`src/hdl/regs_pkg.sv`:
```
// constants for the pace and common-mode control register pair
package regs_pkg;
  localparam int ADDR_W = 8;
  localparam int DATA_W = 24;
  localparam logic [7:0] PACE_ADDR = 8'h04;
  localparam logic [7:0] CM_ADDR   = 8'h05;
  localparam logic [23:0] PACE_RST  = 24'h000f88;
  localparam logic [23:0] CM_RST    = 24'he00000;
  localparam logic [23:0] PACE_MASK = 24'h000fff;
  localparam logic [23:0] CM_MASK   = 24'hf87fff;
  // pace control fields
  localparam int FILT_W_BIT  = 11;
  localparam int FILT_B_BIT  = 10;
  localparam int FILT_A_BIT  = 9;
  localparam int SEL_C_LO    = 7;
  localparam int SEL_B_LO    = 5;
  localparam int SEL_A_LO    = 3;
  localparam int DET_C_BIT   = 2;
  localparam int DET_B_BIT   = 1;
  localparam int DET_A_BIT   = 0;
  // common-mode control fields
  localparam int CM_SEL_LO   = 19;
  localparam int SUM_LO      = 9;
  localparam int CE_REF_BIT  = 8;
  localparam int DRV_SEL_LO  = 4;
  localparam int PIN_DRV_BIT = 3;
  localparam int EXT_CM_BIT  = 2;
  localparam int RLD_EN_BIT  = 1;
  localparam int SHIELD_BIT  = 0;
  localparam int CM_N  = 5;
  localparam int SUM_N = 6;
  localparam int DRV_N = 6;
  typedef enum logic [1:0] {
    LEAD_I   = 2'b00,
    LEAD_II  = 2'b01,
    LEAD_III = 2'b10,
    LEAD_AVF = 2'b11
  } lead_t;
  // drive electrode codes, 0110..1111 reserved
  localparam logic [3:0] DRV_DEDICATED = 4'h0;
  localparam logic [3:0] DRV_LAST      = 4'h5;
endpackage

```
`src/hdl/cm_decode_if.sv`:
```
// carrier between register block and common-mode decoder
interface cm_decode_if;
  logic [regs_pkg::CM_N-1:0] sel;
  logic                      ext;
  logic                      pin_req;
  logic [regs_pkg::CM_N-1:0] sw;
  logic                      single;
  logic                      use_ref;
  logic                      pin_drv;
  modport regs (output sel, output ext, output pin_req,
                input sw, input single, input use_ref, input pin_drv);
  modport dec (input sel, input ext, input pin_req,
               output sw, output single, output use_ref, output pin_drv);
endinterface

```
`src/hdl/pace_cm_ref_control_regs.sv`:
```
// pace detection and common-mode/reference control registers
//
// Decided for this implementation: the address-and-strobe port.
module pace_cm_ref_control_regs (
  input  wire logic        core_clk,                    // 20 MHz clock
  input  wire logic        rst_n,                       // async reset
  input  wire logic [7:0]  reg_addr,                    // register address
  input  wire logic [23:0] reg_wdata,                   // write data
  input  wire logic        reg_wr,                      // write strobe
  input  wire logic        reg_rd,                      // read strobe
  output logic      [23:0] reg_rdata,                   // read data
  output logic             pace_width_filter_enable,    // width filter on
  output logic             pace_validation_filter_b_enable, // filter b on
  output logic             pace_validation_filter_a_enable, // filter a on
  output logic      [1:0]  detector_c_lead_select,      // lead code c
  output logic      [1:0]  detector_b_lead_select,      // lead code b
  output logic      [1:0]  detector_a_lead_select,      // lead code a
  output logic             detector_c_enable,           // detector c on
  output logic             detector_b_enable,           // detector b on
  output logic             detector_a_enable,           // detector a on
  output logic      [4:0]  cm_electrode_switch,         // la,ll,ra,v1,v2
  output logic             cm_single_electrode,         // one electrode
  output logic             internal_common_mode_reference, // ref used
  output logic             external_common_mode_select, // external src
  output logic             common_mode_pin_output_enable, // pin drive
  output logic      [5:0]  drive_sum_switch,            // la..ce to sum
  output logic             common_electrode_reference_enable, // ce ref
  output logic      [5:0]  drive_electrode_onehot,      // out,la..v2
  output logic             right_leg_drive_enable,      // rld ref on
  output logic             shield_driver_enable         // shield on
);

  typedef struct packed {
    logic [23:0] pace;
    logic [23:0] cm;
    logic [23:0] rdata;
    logic [4:0]  cm_sw;
    logic        cm_single;
    logic        cm_ref;
    logic        pin_drv;
    logic [5:0]  drv_1h;
  } state_t;

  state_t s_q;
  state_t s_d;

  cm_decode_if cm_if ();

  cm_mix_decode u_cm_mix (
    .cm (cm_if.dec)
  );

  logic        wr_pace;
  logic        wr_cm;
  logic [3:0]  drv_code;
  logic [23:0] cm_next;

  assign wr_pace = reg_wr && (reg_addr == regs_pkg::PACE_ADDR);
  assign wr_cm   = reg_wr && (reg_addr == regs_pkg::CM_ADDR);

  // next common-mode word, kept apart from the state copy to avoid a loop
  assign cm_next = wr_cm ? (reg_wdata & regs_pkg::CM_MASK) : s_q.cm;

  assign cm_if.sel =
    cm_next[regs_pkg::CM_SEL_LO +: regs_pkg::CM_N];
  assign cm_if.ext     = cm_next[regs_pkg::EXT_CM_BIT];
  assign cm_if.pin_req = cm_next[regs_pkg::PIN_DRV_BIT];

  assign drv_code = cm_next[regs_pkg::DRV_SEL_LO +: 4];

  always_comb begin
    s_d = s_q;
    // reserved bits are dropped so they read back as zero
    if (wr_pace) begin
      s_d.pace = reg_wdata & regs_pkg::PACE_MASK;
    end
    s_d.cm = cm_next;
    // read data from the stored value, before any same-cycle write
    if (reg_rd) begin
      unique case (reg_addr)
        regs_pkg::PACE_ADDR: s_d.rdata = s_q.pace;
        regs_pkg::CM_ADDR:   s_d.rdata = s_q.cm;
        default:             s_d.rdata = 24'h000000;
      endcase
    end else begin
      s_d.rdata = 24'h000000;
    end
    // decoded controls track the new register contents
    s_d.cm_sw     = cm_if.sw;
    s_d.cm_single = cm_if.single;
    s_d.cm_ref    = cm_if.use_ref;
    s_d.pin_drv   = cm_if.pin_drv;
    s_d.drv_1h    = 6'h00;
    // reserved codes select no electrode
    if (drv_code <= regs_pkg::DRV_LAST) begin
      s_d.drv_1h[drv_code[2:0]] = 1'b1;
    end
  end

  always_ff @(posedge core_clk or negedge rst_n) begin
    if (!rst_n) begin
      s_q.pace      <= regs_pkg::PACE_RST;
      s_q.cm        <= regs_pkg::CM_RST;
      s_q.rdata     <= 24'h000000;
      s_q.cm_sw     <= 5'h1c;
      s_q.cm_single <= 1'b0;
      s_q.cm_ref    <= 1'b0;
      s_q.pin_drv   <= 1'b0;
      s_q.drv_1h    <= 6'h01;
    end else begin
      s_q <= s_d;
    end
  end

  assign reg_rdata = s_q.rdata;
  // pace controls
  assign pace_width_filter_enable =
    s_q.pace[regs_pkg::FILT_W_BIT];
  assign pace_validation_filter_b_enable =
    s_q.pace[regs_pkg::FILT_B_BIT];
  assign pace_validation_filter_a_enable =
    s_q.pace[regs_pkg::FILT_A_BIT];
  assign detector_c_lead_select =
    s_q.pace[regs_pkg::SEL_C_LO +: 2];
  assign detector_b_lead_select =
    s_q.pace[regs_pkg::SEL_B_LO +: 2];
  assign detector_a_lead_select =
    s_q.pace[regs_pkg::SEL_A_LO +: 2];
  assign detector_c_enable = s_q.pace[regs_pkg::DET_C_BIT];
  assign detector_b_enable = s_q.pace[regs_pkg::DET_B_BIT];
  assign detector_a_enable = s_q.pace[regs_pkg::DET_A_BIT];
  // common-mode and reference controls
  assign cm_electrode_switch            = s_q.cm_sw;
  assign cm_single_electrode            = s_q.cm_single;
  assign internal_common_mode_reference = s_q.cm_ref;
  assign external_common_mode_select =
    s_q.cm[regs_pkg::EXT_CM_BIT];
  assign common_mode_pin_output_enable  = s_q.pin_drv;
  // summing switches are never forced open by the drive state
  assign drive_sum_switch =
    s_q.cm[regs_pkg::SUM_LO +: regs_pkg::SUM_N];
  assign common_electrode_reference_enable =
    s_q.cm[regs_pkg::CE_REF_BIT];
  assign drive_electrode_onehot = s_q.drv_1h;
  assign right_leg_drive_enable =
    s_q.cm[regs_pkg::RLD_EN_BIT];
  assign shield_driver_enable =
    s_q.cm[regs_pkg::SHIELD_BIT];
endmodule

```
`src/hdl/cm_mix_decode.sv`:
```
// common-mode electrode mix decode
module cm_mix_decode (
  cm_decode_if.dec cm  // select bits in, switch controls out
);
  logic [2:0] cnt;

  always_comb begin
    cnt = 3'h0;
    for (int i = 0; i < regs_pkg::CM_N; i++) begin
      cnt = cnt + {2'h0, cm.sel[i]};
    end
    // external source opens every internal switch
    cm.sw      = cm.ext ? '0 : cm.sel;
    cm.single  = !cm.ext && (cnt == 3'h1);
    cm.use_ref = !cm.ext && (cnt == 3'h0);
    cm.pin_drv = cm.pin_req && !cm.ext;
  end
endmodule

```
`config.mk`:
```
export PLATFORM = sky130hd
export DESIGN_NAME = pace_cm_ref_control_regs
export DESIGN_NICKNAME = d
export VERILOG_FILES = /design/src/hdl/regs_pkg.sv /design/src/hdl/cm_decode_if.sv /design/src/hdl/pace_cm_ref_control_regs.sv /design/src/hdl/cm_mix_decode.sv
export SDC_FILE = /design/constraint.sdc
export NUM_CORES = 1
export LEC_CHECK = 0
export BUFFER_PORTS_ARGS = -buffer_cell sky130_fd_sc_hd__buf_2
export CAP_MARGIN = 15
export CORE_ASPECT_RATIO = 0.6
export CORE_MARGIN = 3
export CORE_UTILIZATION = 34
export CTS_CLUSTER_DIAMETER = 60
export DETAILED_ROUTE_END_ITERATION = 10
export SYNTH_ARGS = -nofsm -noshare
export SYNTH_HDL_FRONTEND = slang
export SYNTH_SLANG_ARGS = --single-unit
```
`constraint.sdc`:
```
create_clock -name core_clk -period 4.9 [get_ports core_clk]
set_input_delay 0.735 -clock core_clk [delete_from_list [all_inputs] [get_ports core_clk]]
set_output_delay 0.735 -clock core_clk [all_outputs]
set_load 0.005 [all_outputs]
```
==> impl_metrics.yaml, run 1 <==
outcome:
  status: "complete, no violations"
timing:
  skew_ns: 0.00342
  min_period_ns: 3.55
  clock.fmax_ghz: 0.281
  hold_viol_final: 0
  worst_slew_pin_slew_ns: 0.816
  setup_tns_ns: 0
  slew_headroom_pct: 45.6
  final-setup-viol-count: 0
  period_share_pct: 72.5
  rsz0062_at_grt: "no"
  final-max-slew-violation-count: 0
global_routing:
  grt-busiest-layer: "met1"
  antenna_found_initial: 0
  track_usage_pct: 13.2
  grt_pass1_vias: 1954
  globalRouteMet2Util_pct: 17.7
  grt_use_met3_pct: 7.10
  overflow: 0
  grt_pass1_wl_mm: 10.3
  grt.met1_usage_pct: 17.7
  grt_max_degree: 38
synthesis:
  ys_types: 27
  ys.flop_type: "dfrtp_1"
  syn_inst: 252
  synth-seq-cells: 66
  postSynthAreaPerCell_um2: 12.6
  ys_async_sr_fraction_pct: 100
  ys_warn_count: 0
  synth-edff-count: 0
  yosysSeqAreaShare_pct: 52.5
  synth_area_um2: 3180
clocking:
  cts.path.max_buffers: 2
  root_buffer: "clkbuf_16"
  clock_latency_ns: 0.33
  cts_hold_buffers: 0
  clk_pin_slew_ns: 0.05
  ctsResizeCount: 0
  postCtsSetupBuffers: 0
  cts_tree: "built"
  cts_made_buffers: 9
  clkSinkCount: 66
  h-tree-depth: 3
flow_run:
  cap_violations: 0
worst_setup_path:
  r2r_slack_ns: 2.17
  path_max_fanout: 5
  cp_data_arrival_time_ns: 3.82
  start_kind: "primary input"
  required_ns: 5.17
  cp-end-kind: "flop"
  worstSetupPathType: "primary input to flop"
die:
  die_area_um2: 10600
  io_pins: 96
  row_count: 26
  dieWidth_um: 131
  core_area_um2: 8780
  start_util_pct: 36.2
  die_h_um: 80.9
detailed_routing:
  drt_first_pass_iters: 4
  drtIter0Drc: 66
  num_vias: 1878
  wl_per_cell_um: 15.0
  via_per_inst: 4.51
  routed_wl_mm: 6.25
  drc: 0
  antenna_left: 0
hold_path:
  hp-class: "flop to flop"
place:
  dpl.hpwl_mm: 4.47
  globalplace.congestion: 0.713
  port_buffers: 87
  dpl-instance-area_um2: 3370
power:
  power_mw: 1.35
  power.density_nw_per_um2: 366
  leakage_nw: 2.02
  ir_worst_vdd_v: 0.000172
finish:
  layout.nets: 339
  design_area_um2: 3680
  area_delta_synth_final_pct: 15.8
  diodes: 0
  fillCellCount: 859
  layout-drive-gt1-share_pct: 50.3
state kept, by name, summed over array words and instances, names as in the netlist:
name,flops
pace_validation_filter_a_enable,1
external_common_mode_select,1
s_q,10
detector_c_enable,1
detector_b_lead_select,2
shield_driver_enable,1
detector_a_enable,1
drive_electrode_onehot,6
pace_width_filter_enable,1
drive_sum_switch,6
reg_rdata,20
pace_validation_filter_b_enable,1
detector_c_lead_select,2
common_electrode_reference_enable,1
right_leg_drive_enable,1
cm_single_electrode,1
common_mode_pin_output_enable,1
detector_b_enable,1
cm_electrode_switch,5
internal_common_mode_reference,1
detector_a_lead_select,2
worst paths after layout:
kind                                                       from                               end  depth (start not counted)
worst max register to register                s_q[57]$_DFF_PN0_     cm_single_electrode$_DFF_PN0_                          9
max in group asynchronous                                 rst_n  cm_electrode_switch[4]$_DFF_PN1_                          2
worst min register to register  drive_sum_switch[4]$_DFFE_PN0N_           reg_rdata[13]$_DFF_PN0_                          1
worst min-delay path            drive_sum_switch[4]$_DFFE_PN0N_           reg_rdata[13]$_DFF_PN0_                          1
worst max-delay path                                reg_addr[7]     cm_single_electrode$_DFF_PN0_                         12
min in group asynchronous                                 rst_n            reg_rdata[8]$_DFF_PN0_                          1
power by group:
group          internal, mW  leakage, nW  switching, mW
Clock                 0.435        0.153          0.222
Combinational        0.0518        0.997         0.0518
Sequential            0.572        0.865         0.0138
Total                  1.06         2.02          0.288
worst max-delay path, cell delays in order:
cell     delay [ns]
buf_2          0.11
nor4b_4        0.41
nand4_4        0.21
mux2_2         0.35
ha_1           0.28
inv_1          0.05
fa_1           0.47
inv_1          0.05
ha_1           0.18
fa_1           0.50
nor4b_1        0.28
mux2_2         0.19
cell usage after synthesis (2+ instances only):
cell type | n | area, µm²
dfrtp_1 | 53 | 1330
buf_4 | 48 | 360
mux2_2 | 34 | 383
mux2i_1 | 26 | 260
nor2_1 | 18 | 67.6
dfstp_2 | 13 | 342
nand2b_1 | 13 | 81.3
and2_1 | 7 | 43.8
nand3_1 | 5 | 25.0
nand3b_1 | 5 | 37.5
nand2_1 | 4 | 15.0
buf_1 | 3 | 11.3
inv_1 | 3 | 11.3
buf_2 | 2 | 10.0
buf_6 | 2 | 22.5
fa_1 | 2 | 40.0
ha_1 | 2 | 25.0
nor4_1 | 2 | 12.5
nor4b_1 | 2 | 17.5
cell usage in the layout, fill, tap and decap left out, types with 2 or more instances in the layout:
cell type,Yosys,final
and2_1,7,7
buf_2,2,87
buf_4,48,2
clkbuf_1,1,2
clkbuf_16,0,9
clkbuf_8,0,3
conb_1,1,4
dfrtp_1,53,53
dfstp_2,13,13
fa_1,2,2
ha_1,2,2
inv_1,3,3
mux2_2,34,34
mux2i_1,26,26
nand2_1,4,4
nand2b_1,13,13
nand3_1,5,5
nand3b_1,5,5
nor2_1,18,18
nor4_1,2,2
nor4b_1,2,2
layer usage:
metal / routed length, µm / vias up
met5: 0 / -
met4: 67 / 0
met3: 614 / 6
met2: 2580 / 66
met1: 2980 / 917
li1: - / 889
layout make-up:
type | instances | area (µm²) | area share, %
sequential | 66 | 1670 | 45.3
multi-input combinational | 130 | 1100 | 30.0
timing repair buffer | 89 | 450 | 12.2
clock buffer | 14 | 274 | 7.44
tap | 112 | 140 | 3.81
clock inverter | 2 | 35.0 | 0.951
inverter | 3 | 11.3 | 0.306
metrics by stage:
step	utilization (%)	hold slack (ns)	instances	worst slack, ns
6_report	41.9	0.497	416	1.35
3_3_place_gp	38.4	0.478	400	0.995
4_1_cts	41.9	0.503	416	1.31
5_1_grt	41.9	0.536	416	1.14
3_5_place_dp	38.4	0.488	400	0.965
2_1_floorplan	-	0.439	255	1.14
kinds of logic after synthesis:
group	Yosys count	synth area share, %
adders and majority gates	4	2.05
buffers and inverters	59	13.2
DFF	66	52.5
muxes	60	20.2
other	1	0.118
and+or+nand+nor	62	12.0
Note: power is estimated with default switching activity, not from simulation.
==> run 2: changes to the inputs <==
Settings changed: ABC_AREA set to 1.
Clock period 4.9 ns to 3.4 ns, I/O delays scaled along.
==> impl_metrics.yaml, run 2 <==
outcome:
  status: "complete, no violations"
synthesis:
  synth-seq-cells: 66
  syn_inst: 327
  ys_top_cells_by_count: "53 x dfrtp_1, 50 x nand2_1, 49 x buf_4, 36 x inv_1, 36 x nor2_1"
  ys_types: 24
  synth_area_leaders: "dfrtp_1 43%, buf_4 12%, dfstp_2 11%"
  ys.flop_type: "dfrtp_1"
  synth_top_area_share_pct: 43.0
  yosysSeqAreaShare_pct: 54.1
  synth.most_common_cell: "dfrtp_1"
  synth-edff-count: 0
  ys_async_sr_fraction_pct: 100
  synth_area_um2: 3090
  ys_warn_count: 0
  postSynthAreaPerCell_um2: 9.44
  yosys.area.top_type: "dfrtp_1"
die:
  die_area_um2: 10300
  row_count: 26
  start_util_pct: 35.7
  core_area_um2: 8650
  dieWidth_um: 129
  die_h_um: 79.8
  io_pins: 96
global_routing:
  grt_max_degree: 67
  overflow: 0
  track_usage_pct: 13.7
  grt_pass1_vias: 2072
  antenna_found_initial: 0
  grt_pass1_wl_mm: 10.6
clocking:
  clk_pin_slew_ns: 0.05
  cts.path.max_buffers: 2
  ctsResizeCount: 0
  clkSinkCount: 66
  cts_made_buffers: 9
  h-tree-depth: 3
  cts_hold_buffers: 0
  root_buffer: "clkbuf_16"
  clock_latency_ns: 0.33
  postCtsSetupBuffers: 0
  cts_tree: "built"
detailed_routing:
  wl_per_cell_um: 13.7
  drc: 0
  drtIter0Drc: 118
  via_per_inst: 4.35
  num_vias: 2133
  routed_wl_mm: 6.70
  antenna_left: 0
  drt_first_pass_iters: 4
finish:
  fillCellCount: 870
  layout.nets: 413
  largest_reg_flops: 20
  layout-drive-gt1-share_pct: 36.8
  area_delta_synth_final_pct: 15.7
  final_cell_mix: "87 x buf_2, 53 x dfrtp_1, 50 x nand2_1"
  layout_commonest_cell: "buf_2"
  regArea_um2: 1670
  multi_input_comb_area_um2: 841
  diodes: 0
timing:
  holdWs_ns: 0.370
  min_period_ns: 3.00
  slew_headroom_pct: 43.3
  setup_tns_ns: 0
  final-setup-viol-count: 0
  skew_ns: 0.00332
  worst_slew_pin_slew_ns: 0.851
  final-max-slew-violation-count: 0
  rsz0062_at_grt: "no"
  period_share_pct: 88.2
  clock.fmax_ghz: 0.333
  hold_viol_final: 0
flow_run:
  cap_violations: 0
worst_setup_path:
  start_kind: "primary input"
  rr_endpoint: "cm_single_electrode$_DFF_PN0_"
  crit_top_cell: "inv_1"
  r2r_start: "s_q[57]$_DFF_PN0_"
  reg2regPathDepth: 12
  required_ns: 3.66
  r2r_slack_ns: 0.90
  cp-end-kind: "flop"
  path_max_fanout: 7
  slowest_stage: "fa_1"
  critPathBufInv: 5
  cp_data_arrival_time_ns: 3.26
  worstSetupPathType: "primary input to flop"
  critical-path-top-delay-family: "adder cells"
  path_cells: "buf_2, nor2_1, nand2_2, inv_2, nand3_2, o21ai_0, inv_1, ha_1, inv_1, fa_1, inv_1, ha_1, fa_1, nand3b_1, nor2_1"
  worst_path_largest_cell_delay_ns: 0.49
place:
  port_buffers: 87
  globalplace.congestion: 0.751
  dpl.hpwl_mm: 4.64
power:
  clkPwrFrac_pct: 49.6
  leakage_nw: 1.99
  power.density_nw_per_um2: 543
  intPower_mw: 1.52
  p_sw_mw: 0.415
  seq_power_share_pct: 43.0
  combPwrFrac_pct: 7.4
  ir_worst_vdd_v: 0.000241
  p_sw_share_pct: 21.4
hold_path:
  hp-class: "primary input to async pin"
run 2: cells by family (layout without fill, tap and decap cells):
family	Yosys count	after routing	synth area share, %
AOI/OAI and AO/OA	27	27	5.11
adders and majority gates	4	4	2.11
buffers and inverters	97	145	19.1
DFF	66	66	54.1
other	1	4	0.122
and+or+nand+nor	132	132	19.5
run 2: power groups by stage:
| stage | combinational [mW] | clock, mW | sequential, mW |
|---|---|---|---|
| 2_1_floorplan | 0.0865 | 0 | 0.846 |
| 3_3_place_gp | 0.141 | 0 | 0.847 |
| 3_5_place_dp | 0.145 | 0 | 0.847 |
| 4_1_cts | 0.147 | 0.993 | 0.834 |
| 5_1_grt | 0.165 | 1.03 | 0.837 |
| 6_report | 0.143 | 0.963 | 0.834 |
run 2: through the flow:
stage          total power [mW]  util, %  instances  instance area [µm²]  worst slack (ns)
6_report                   1.94     41.3        490                 3570             0.401
5_1_grt                    2.03     41.3        490                 3570            0.0846
4_1_cts                    1.97     41.3        490                 3570             0.363
3_5_place_dp              0.992     37.6        474                 3250            0.0614
3_3_place_gp              0.987     37.6        474                 3250             0.103
2_1_floorplan             0.933        -        330                 3100             0.354
run 2: final cells by class:
type | instances | area share (%)
Clock inverter | 1 | 0.841
Clock buffer | 15 | 8.06
Timing Repair Buffer | 90 | 12.8
Tap cell | 112 | 3.92
Multi-Input combinational cell | 167 | 23.5
Sequential cell | 66 | 46.7
Inverter | 39 | 4.10
run 2: worst register-to-register path: cells and delay by family, from the launching register on:
kind / cells / cell delay [ns]
flip-flops: 1 / 0.35
adder cells (fa/ha/maj): 4 / 1.41
AO/OA/AOI/OAI: 1 / 0.11
AND/OR/NAND/NOR: 3 / 0.32
buffers and inverters: 4 / 0.25
run 2: worst max-delay path by stage:
stage / from / end / slack (ns) / cells after the start
5_1_grt: reg_addr[5] / internal_common_mode_reference$_DFF_PN0_ / 0.08 / 16
6_report: reg_addr[5] / cm_single_electrode$_DFF_PN0_ / 0.40 / 15
3_5_place_dp: reg_addr[5] / cm_single_electrode$_DFF_PN0_ / 0.06 / 15
2_1_floorplan: reg_addr[7] / cm_single_electrode$_DFF_PN0_ / 0.35 / 16
4_1_cts: reg_addr[5] / cm_single_electrode$_DFF_PN0_ / 0.36 / 15
3_3_place_gp: reg_addr[7] / cm_single_electrode$_DFF_PN0_ / 0.10 / 15
run 2: layer usage:
| layer | vias up | wire length [µm] | global-route usage [%] |
|---|---|---|---|
| li1 | 1047 | - | - |
| met1 | 1004 | 3260 | 18.2 |
| met2 | 70 | 2860 | 20.1 |
| met3 | 12 | 503 | 5.61 |
| met4 | 0 | 75 | 4.72 |
| met5 | - | 0 | 0 |
